===== src/shared/dfdp_params.svh =====
// Constants for the disk formatter drive port
`ifndef DFDP_PARAMS_SVH
`define DFDP_PARAMS_SVH
`define DFDP_MODE_SEQ_OUT_BIT   6
`define DFDP_MODE_HARD_SEC_BIT  7
`define DFDP_MODE_RESET         8'h00
`define DFDP_CTRL_IO_BIT        2
`define DFDP_SYNC_STAGES        2
`endif


===== src/shared/dfdp_pkg.sv =====
// Types for the disk formatter drive port
package dfdp_pkg;
	typedef enum logic [1:0] {
		DFDP_IDLE,
		DFDP_READ,
		DFDP_WRITE
	} dfdp_state_e;
	typedef logic [7:0] dfdp_byte_t;
endpackage


===== src/design/dfdp_drive_port.sv =====
// Drive-side pin logic of the disk formatter
// Function
// - Mode bit six sets general line direction
// - Input level of general line reaches sequencer
// - Output general line follows control bit two
// - General line is input after reset
// - Mode bit seven picks hard or soft sector
// - Soft sector mode by default
// - Soft sector mode: low mark line during read means mark
// - Hard sector mode: mark line is sector input
// - Read gate high while taking read data
// - Write gate high while sending write data
// - NRZ is input while read gate high
// - NRZ driven out while write gate high
// - NRZ data moves on drive reference clock
// - Reset halts work and drops both gates
// - Reset floats every bidirectional line
`timescale 1ns/10ps
`include "dfdp_params.svh"
module dfdp_drive_port (
	// Clock and reset
	input  wire logic            clock_in,
	input  wire logic            rstn_in,
	// Sequencer side
	input  wire dfdp_pkg::dfdp_byte_t mode_in,
	input  wire dfdp_pkg::dfdp_byte_t ctrl_field_in,
	input  wire logic            read_req_in,
	input  wire logic            write_req_in,
	input  wire logic            write_bit_in,
	input  wire logic            write_mark_in,
	output logic                 gp_level_out,
	output logic                 read_bit_out,
	output logic                 read_bit_valid_out,
	output logic                 write_bit_taken_out,
	output logic                 mark_detect_out,
	output logic                 sector_pulse_out,
	output logic                 index_pulse_out,
	output logic                 read_active_out,
	output logic                 write_active_out,
	// Drive pins
	input  wire logic            ref_clk_in,
	input  wire logic            index_in,
	input  wire logic            gp_line_in,
	output logic                 gp_line_out,
	output logic                 gp_line_oe_out,
	input  wire logic            mark_sector_line_in,
	output logic                 write_mark_out_n,
	output logic                 mark_sector_oe_out,
	input  wire logic            nrz_in,
	output logic                 nrz_out,
	output logic                 nrz_oe_out,
	output logic                 read_gate_out,
	output logic                 write_gate_out
);
	import dfdp_pkg::*;

	localparam int NS = `DFDP_SYNC_STAGES;

	// Two-stage synchronisers for every pin input
	logic [NS-1:0] s_ref, s_idx, s_gp, s_ms, s_nrz;
	logic [NS-1:0] next_s_ref, next_s_idx, next_s_gp, next_s_ms, next_s_nrz;
	logic          ref_d, idx_d, ms_d;
	logic          next_ref_d, next_idx_d, next_ms_d;

	always_comb begin
		next_s_ref = {s_ref[NS-2:0], ref_clk_in};
		next_s_idx = {s_idx[NS-2:0], index_in};
		next_s_gp  = {s_gp[NS-2:0], gp_line_in};
		next_s_ms  = {s_ms[NS-2:0], mark_sector_line_in};
		next_s_nrz = {s_nrz[NS-2:0], nrz_in};
		next_ref_d = s_ref[NS-1];
		next_idx_d = s_idx[NS-1];
		next_ms_d  = s_ms[NS-1];
	end

	always_ff @(posedge clock_in or negedge rstn_in) begin
		if (!rstn_in) begin
			s_ref <= '0;
			s_idx <= '0;
			s_gp  <= '0;
			s_ms  <= '1;
			s_nrz <= '0;
			ref_d <= 1'b0;
			idx_d <= 1'b0;
			ms_d  <= 1'b1;
		end else begin
			s_ref <= next_s_ref;
			s_idx <= next_s_idx;
			s_gp  <= next_s_gp;
			s_ms  <= next_s_ms;
			s_nrz <= next_s_nrz;
			ref_d <= next_ref_d;
			idx_d <= next_idx_d;
			ms_d  <= next_ms_d;
		end
	end

	// Edges seen only on the synchronised copies
	logic ref_rise, ref_fall, idx_rise, ms_rise_hard;
	assign ref_rise = s_ref[NS-1] & ~ref_d;
	assign ref_fall = ~s_ref[NS-1] & ref_d;
	assign idx_rise = s_idx[NS-1] & ~idx_d;
	assign ms_rise_hard = s_ms[NS-1] & ~ms_d;

	// Gate state machine
	dfdp_state_e state, next_state;
	logic hard_sec, gp_is_out;
	assign hard_sec  = mode_in[`DFDP_MODE_HARD_SEC_BIT];
	assign gp_is_out = mode_in[`DFDP_MODE_SEQ_OUT_BIT];

	// Gates only open on a clock fall so NRZ never sees a half bit; they drop as soon as the request goes low
	always_comb begin
		next_state = state;
		unique case (state)
			DFDP_IDLE: begin
				if (ref_fall && read_req_in && !write_req_in) begin
					next_state = DFDP_READ;
				end else if (ref_fall && write_req_in && !read_req_in) begin
					next_state = DFDP_WRITE;
				end
			end
			DFDP_READ: begin
				if (!read_req_in) begin
					next_state = DFDP_IDLE;
				end
			end
			DFDP_WRITE: begin
				if (!write_req_in) begin
					next_state = DFDP_IDLE;
				end
			end
		endcase
	end

	// Registered outputs
	logic next_read_gate, next_write_gate, next_nrz_o, next_nrz_oe, next_rbit, next_rvalid, next_wtaken;
	logic next_mark, next_sector, next_index, next_gp_level, next_gp_o, next_gp_oe;
	logic next_mark_n, next_ms_oe;
	logic in_read, in_write;
	assign in_read  = (next_state == DFDP_READ);
	assign in_write = (next_state == DFDP_WRITE);

	always_comb begin
		// A single state value makes both gates together impossible
		next_read_gate  = in_read;
		next_write_gate = in_write;
		next_nrz_oe = in_write;
		next_nrz_o  = nrz_out;
		next_wtaken = 1'b0;
		if (in_write && ref_fall) begin
			next_nrz_o  = write_bit_in;
			next_wtaken = 1'b1;
		end else if (!in_write) begin
			next_nrz_o  = 1'b0;
		end
		next_rbit   = read_bit_out;
		next_rvalid = 1'b0;
		if (state == DFDP_READ && ref_rise) begin
			next_rbit   = s_nrz[NS-1];
			next_rvalid = 1'b1;
		end
		next_mark   = !hard_sec && state == DFDP_READ && !s_ms[NS-1];
		next_sector = hard_sec && ms_rise_hard;
		next_index  = idx_rise;
		// Soft-sector writes drive the mark line only inside a write
		next_ms_oe  = !hard_sec && in_write;
		next_mark_n = !(next_ms_oe && write_mark_in);
		next_gp_oe  = gp_is_out;
		next_gp_o   = gp_is_out & ctrl_field_in[`DFDP_CTRL_IO_BIT];
		next_gp_level = gp_is_out ? gp_line_out : s_gp[NS-1];
	end

	always_ff @(posedge clock_in or negedge rstn_in) begin
		if (!rstn_in) begin
			state               <= DFDP_IDLE;
			read_gate_out       <= 1'b0;
			write_gate_out      <= 1'b0;
			nrz_out             <= 1'b0;
			nrz_oe_out          <= 1'b0;
			read_bit_out        <= 1'b0;
			read_bit_valid_out  <= 1'b0;
			write_bit_taken_out <= 1'b0;
			mark_detect_out     <= 1'b0;
			sector_pulse_out    <= 1'b0;
			index_pulse_out     <= 1'b0;
			write_mark_out_n    <= 1'b1;
			mark_sector_oe_out  <= 1'b0;
			gp_line_out         <= 1'b0;
			gp_line_oe_out      <= 1'b0;
			gp_level_out        <= 1'b0;
			read_active_out     <= 1'b0;
			write_active_out    <= 1'b0;
		end else begin
			state               <= next_state;
			read_gate_out       <= next_read_gate;
			write_gate_out      <= next_write_gate;
			nrz_out             <= next_nrz_o;
			nrz_oe_out          <= next_nrz_oe;
			read_bit_out        <= next_rbit;
			read_bit_valid_out  <= next_rvalid;
			write_bit_taken_out <= next_wtaken;
			mark_detect_out     <= next_mark;
			sector_pulse_out    <= next_sector;
			index_pulse_out     <= next_index;
			write_mark_out_n    <= next_mark_n;
			mark_sector_oe_out  <= next_ms_oe;
			gp_line_out         <= next_gp_o;
			gp_line_oe_out      <= next_gp_oe;
			gp_level_out        <= next_gp_level;
			read_active_out     <= next_read_gate;
			write_active_out    <= next_write_gate;
		end
	end
endmodule


===== config.mk =====
export PLATFORM = sky130hd
export DESIGN_NAME = dfdp_drive_port
export DESIGN_NICKNAME = d
export VERILOG_FILES = /design/src/shared/dfdp_pkg.sv /design/src/design/dfdp_drive_port.sv
export VERILOG_INCLUDE_DIRS = /design/src /design/src/shared
export SDC_FILE = /design/constraint.sdc
export NUM_CORES = 1
export LEC_CHECK = 0
export ABC_AREA = 1
export BUFFER_PORTS_ARGS = -buffer_cell sky130_fd_sc_hd__clkbuf_2
export CORE_MARGIN = 2
export CORE_UTILIZATION = 45
export CTS_CLUSTER_SIZE = 28
export DETAILED_ROUTE_END_ITERATION = 12
export PLACE_DENSITY = 0.76
export SLEW_MARGIN = 20
export SYNTH_ARGS = -nofsm -noshare
export SYNTH_HDL_FRONTEND = slang
export SYNTH_SLANG_ARGS = --single-unit

===== constraint.sdc =====
create_clock -name clock_in -period 1.52 [get_ports clock_in]
set_input_delay 0.152 -clock clock_in [delete_from_list [all_inputs] [get_ports clock_in]]
set_output_delay 0.152 -clock clock_in [all_outputs]
set_load 0.02 [all_outputs]

# Word level (Yosys, flattened, before mapping)
# Index checks and enable logic that the tools add are counted.
# word_totals
input_bits	27
regBits	29
word_cells	64
# op_classes
n_reduce_logical	17
n_eq_ne	5
bitwise_logic	9
mux	10
# ops
cell	n
logical AND 1 bit	11
2-to-1 mux 2 bit	4
one-hot mux 2 bit (3 select lines)	1
AND 1 bit	5
logical NOT 1 bit	5
2-to-1 mux 1 bit	5
equality test 2 x 1 -> 1 bit (second input constant)	2
equality test 2 bit (second input constant)	2
NOT 1 bit	4
logical NOT 2 bit	1
!= test 2 x 1 -> 1 bit (second input constant)	1

# Logic depth before layout (Yosys ltp)
# logic_depth
ltp_word	11
ltp_mapped	9
mapped_depth_nobuf	9

# Least setup slack after synthesis
# Ideal clock, no wire load.
# synth_timing
path_type	register to register
from	register state[1]
to	register read_bit_out
period_less_slack_ns	1.221
setup_time_ns	0.125
stages_incl_launch_ff	6
setup_slack_ns	0.299
t_arrival_ns	1.097
n_path_buf	0
cell_sequence	dfrtp_1 -> inv_1 -> ha_1 -> inv_1 -> nor3_2 -> mux2_2
# synth_between
elab_chain_cells	2
# synth_lines
item	line_no	text
from (decl)	dfdp_drive_port.sv:106	dfdp_state_e state, next_state;
from (signal assigned)	dfdp_drive_port.sv:194	state <= next_state;
equality test 2 x 1 -> 1 bit	dfdp_drive_port.sv:158	if (state == DFDP_READ && ref_rise) begin
logical AND 1 bit	dfdp_drive_port.sv:158	
to (signal assigned)	dfdp_drive_port.sv:199	read_bit_out <= next_rbit;
to (decl)	dfdp_drive_port.sv:32	output logic read_bit_out,
# Every way passes these cells.
# A chain may end at the register's enable or synchronous reset.

# Final worst setup path
# layout_timing
from	register state[0]
to	register mark_sector_oe_out
# layout_between
word_cells_on_any_way	10
cone_classes	eq/ne (3); mux (5); reduce/logical (2)
# layout_rtl
item	line_no	text
equality test 2 bit (tied with other cells)	dfdp_drive_port.sv:114	unique case (state)
one-hot mux 2 bit (3 select lines) *	dfdp_drive_port.sv:114	
via next_state[1]	dfdp_drive_port.sv:106	
equality test 2 bit *	dfdp_drive_port.sv:141	assign in_write = (next_state == DFDP_WRITE);
logical AND 1 bit *	dfdp_drive_port.sv:166	next_ms_oe = !hard_sec && in_write;
via next_ms_oe	dfdp_drive_port.sv:138	logic next_mark_n, next_ms_oe;
to (signal assigned)	dfdp_drive_port.sv:206	mark_sector_oe_out <= next_ms_oe;
to (decl)	dfdp_drive_port.sv:48	output logic mark_sector_oe_out,
# The timed path passes the listed nets; every way through them passes the cells marked *.

==> flow_summary_export.csv <==
group,metric,value,unit
run_status,status,"completed",
clocking,cts_tree,"done",
yosys,synthesis.area,1020,µm²
yosys,synth_cells,82,
global_route,antenna_found_initial,0,
route,drc,0,
yosys,synth_edf_count,0,
die,core-area,2170,µm²
layout,fin_util,61.4,%
timing,fin_skew,4.95,ps
setup_path,arrival,1610,ps
yosys,seq_area_frac_synth,71.7,%
placed_design,io_buffers,30,
timing,period_minus_slack,1360,ps
placed_design,gp_routability_congestion,0.734,
timing,setup-tns-final,0,ps
setup_path,cp-end-kind,"flop",
timing,rsz0062_at_grt,"no",
yosys,synth_seq_cells,29,
yosys,yosys_warnings,0,
die,die_area,2660,µm²
clocking,clock_sinks,29,
timing,final_hold_viol_count,0,
global_route,met1_usage,12.9,%
route,dr.pass1.iters,4,
yosys,synth_fa_ha_area_share,2.45,%
timing,relSlewSlack,56.1,%
yosys,synth-simple-area-share,16.7,%
yosys,synth-xor-area-share,0,%
yosys,synth_cell_type_count,16,
global_route,top_usage_layer,"met2",
placed_design,post_dp_cell_area,1180,µm²
die,pin_count,44,
global_route,grt_pass1_wl,2630,µm
route,ant_nets,0,
yosys,synth_compound_area_share,0,%
setup_path,start_kind,"flop",
setup_path,critPathMaxFanout,4,
yosys,synth_nets,111,
setup_path,ff2ff_setup_slack,160,ps
pwr,leakagePower,0.000736,µW
timing,period_share,89.3,%
clocking,numCtsBuffers,5,
timing,fmax,0.736,GHz
setup_path,cp.required,1770,ps
pwr,powerDensity,1600,nW/µm²
yosys,synth_top_family_by_area,"simple AND/OR/NAND/NOR gates",
clocking,htree_levels,2,
global_route,overflow,0,
layout,drive_gt1_share,45.6,%
global_route,grtUsageMet2,25.0,%
yosys,yosysTopAreaCell,"dfrtp_1",
layout,nets,153,
global_route,use_met3,8.62,%
yosys,synth_most_common_cell,"dfrtp_1",
timing,maxSlewViolCount,0,
route,vias,668,
timing,holdWs,21.5,ps
route,routedWlPerCell,10.5,µm
global_route,grt_pass1_vias,682,
yosys,synth_commonest_cells,"dfrtp_1, nand2_1, inv_1",
clocking,clk_path_buf_depth,2,
timing,finalSetupViolations,0,
yosys,synth_flop_cell,"dfrtp_1",
clocking,clk_latency,310,ps
die,rows,17,
layout,area_delta_synth_final,30.7,%
pwr,ir_drop,906,µV
clocking,clock-root-buffer,"clkbuf_4",
yosys,synth_area_per_cell,12.4,µm²
timing,worstMarginPinSlew,659,ps
yosys,synthMuxAreaShare,2.21,%
die,die_w,51.6,µm
route,finalWirelength,1600,µm
die,die_y,51.6,µm
clocking,clk_pin_slew,80,ps
min_path,hold_path_class,"in2reg",
layout,n_antenna_cell,0,
placed_design,dp_hpwl,1130,µm
global_route,grt_start_max_net_pins,30,
setup_path,critPathKind,"reg2reg",
route,drt_iter0_markers,9,
yosys,synthTopCellsByArea,"dfrtp_1, dfstp_2, nand2_1",
yosys,synth_top_cell_area_share,61.3,%
route,vias_per_cell,4.37,
yosys,ys_async_sr_fraction,100,%
layout,final_area,1330,µm²
global_route,grt_use_total,14.7,%
job,cap_violations,0,
die,start_util,47.0,%
-- sequential cells by signal, indices dropped and copies added (netlist names), 2 cells and up --
register,count
s_nrz,2
s_idx,2
s_ms,2
s_ref,2
s_gp,2
state,2
-- cell usage in the layout (no fill, tap or decap), types with 3 or more instances in the layout --
master and count:
inv_1 11, dfstp_2 4, nor2_1 5, nand2_1 15, nor2_2 4, dfrtp_1 25, clkbuf_2 30, dlygate4sd3_1 7
nand2_4 3, clkbuf_4 5
-- power breakdown --
part / switching (µW) / internal [µW]
Clock: 241 / 268
Combinational: 449 / 231
Sequential: 57.8 / 888
-- layer usage --
| layer | part of all wire [%] | routed length, µm |
|---|---|---|
| met4 | 1.5 | 24 |
| met1 | 36 | 572 |
| met3 | 6.5 | 104 |
| met2 | 56 | 900 |
| met5 | 0 | 0 |
-- layout make-up --
cell class                      count  area (µm²)
Clock buffer                        7        65.1
Inverter                           13        48.8
Timing Repair Buffer               38         228
Sequential cell                    29         731
Multi-Input combinational cell     37         220
Tap cell                           28        35.0
Fill cell                         186         837
Clock inverter                      1        5.00
-- kinds of logic after synthesis --
family | count (synthesis)
DFF | 29
and+or+nand+nor | 33
muxes | 2
adders and majority gates | 2
buffers and inverters | 16
-- repair_timing --
item                                    in CTS  in global routing
endpoints found under the setup margin       0                  2
hold buffers                                 7                  0
resized for setup                            0                  1
hold endpoints to repair                    31                  0
setup buffers                                0                  1
-- worst max-delay path, cell delays in order, from the launching register on --
cell	delay [ps]
dfrtp_1	400
inv_1	70
ha_1	270
inv_1	60
nor2_2	130
nand2_1	110
nand2_4	110
nand2_4	70
nor2_2	80
-- through the flow --
stage / cells / total power, µW / setup slack (ps)
global placement: 137 / 1560 / 224
global route: 153 / 2290 / 36.8
detailed placement: 137 / 1600 / 151
finish: 153 / 2130 / 162
CTS: 152 / 2130 / 133
floorplan: 82 / 1440 / 299
-- worst paths after layout --
check / startpoint / endpoint / cells past startpoint
min in group asynchronous: rstn_in / s_nrz[0] / 2
max: state[0] / mark_sector_oe_out / 8
max reg2reg: state[0] / mark_sector_oe_out / 8
min reg2reg: s_ms[0] / s_ms[1] / 0
min: write_mark_in / write_mark_out_n / 2
max in group asynchronous: rstn_in / ref_d / 2
(Power assumes the default switching activity.)
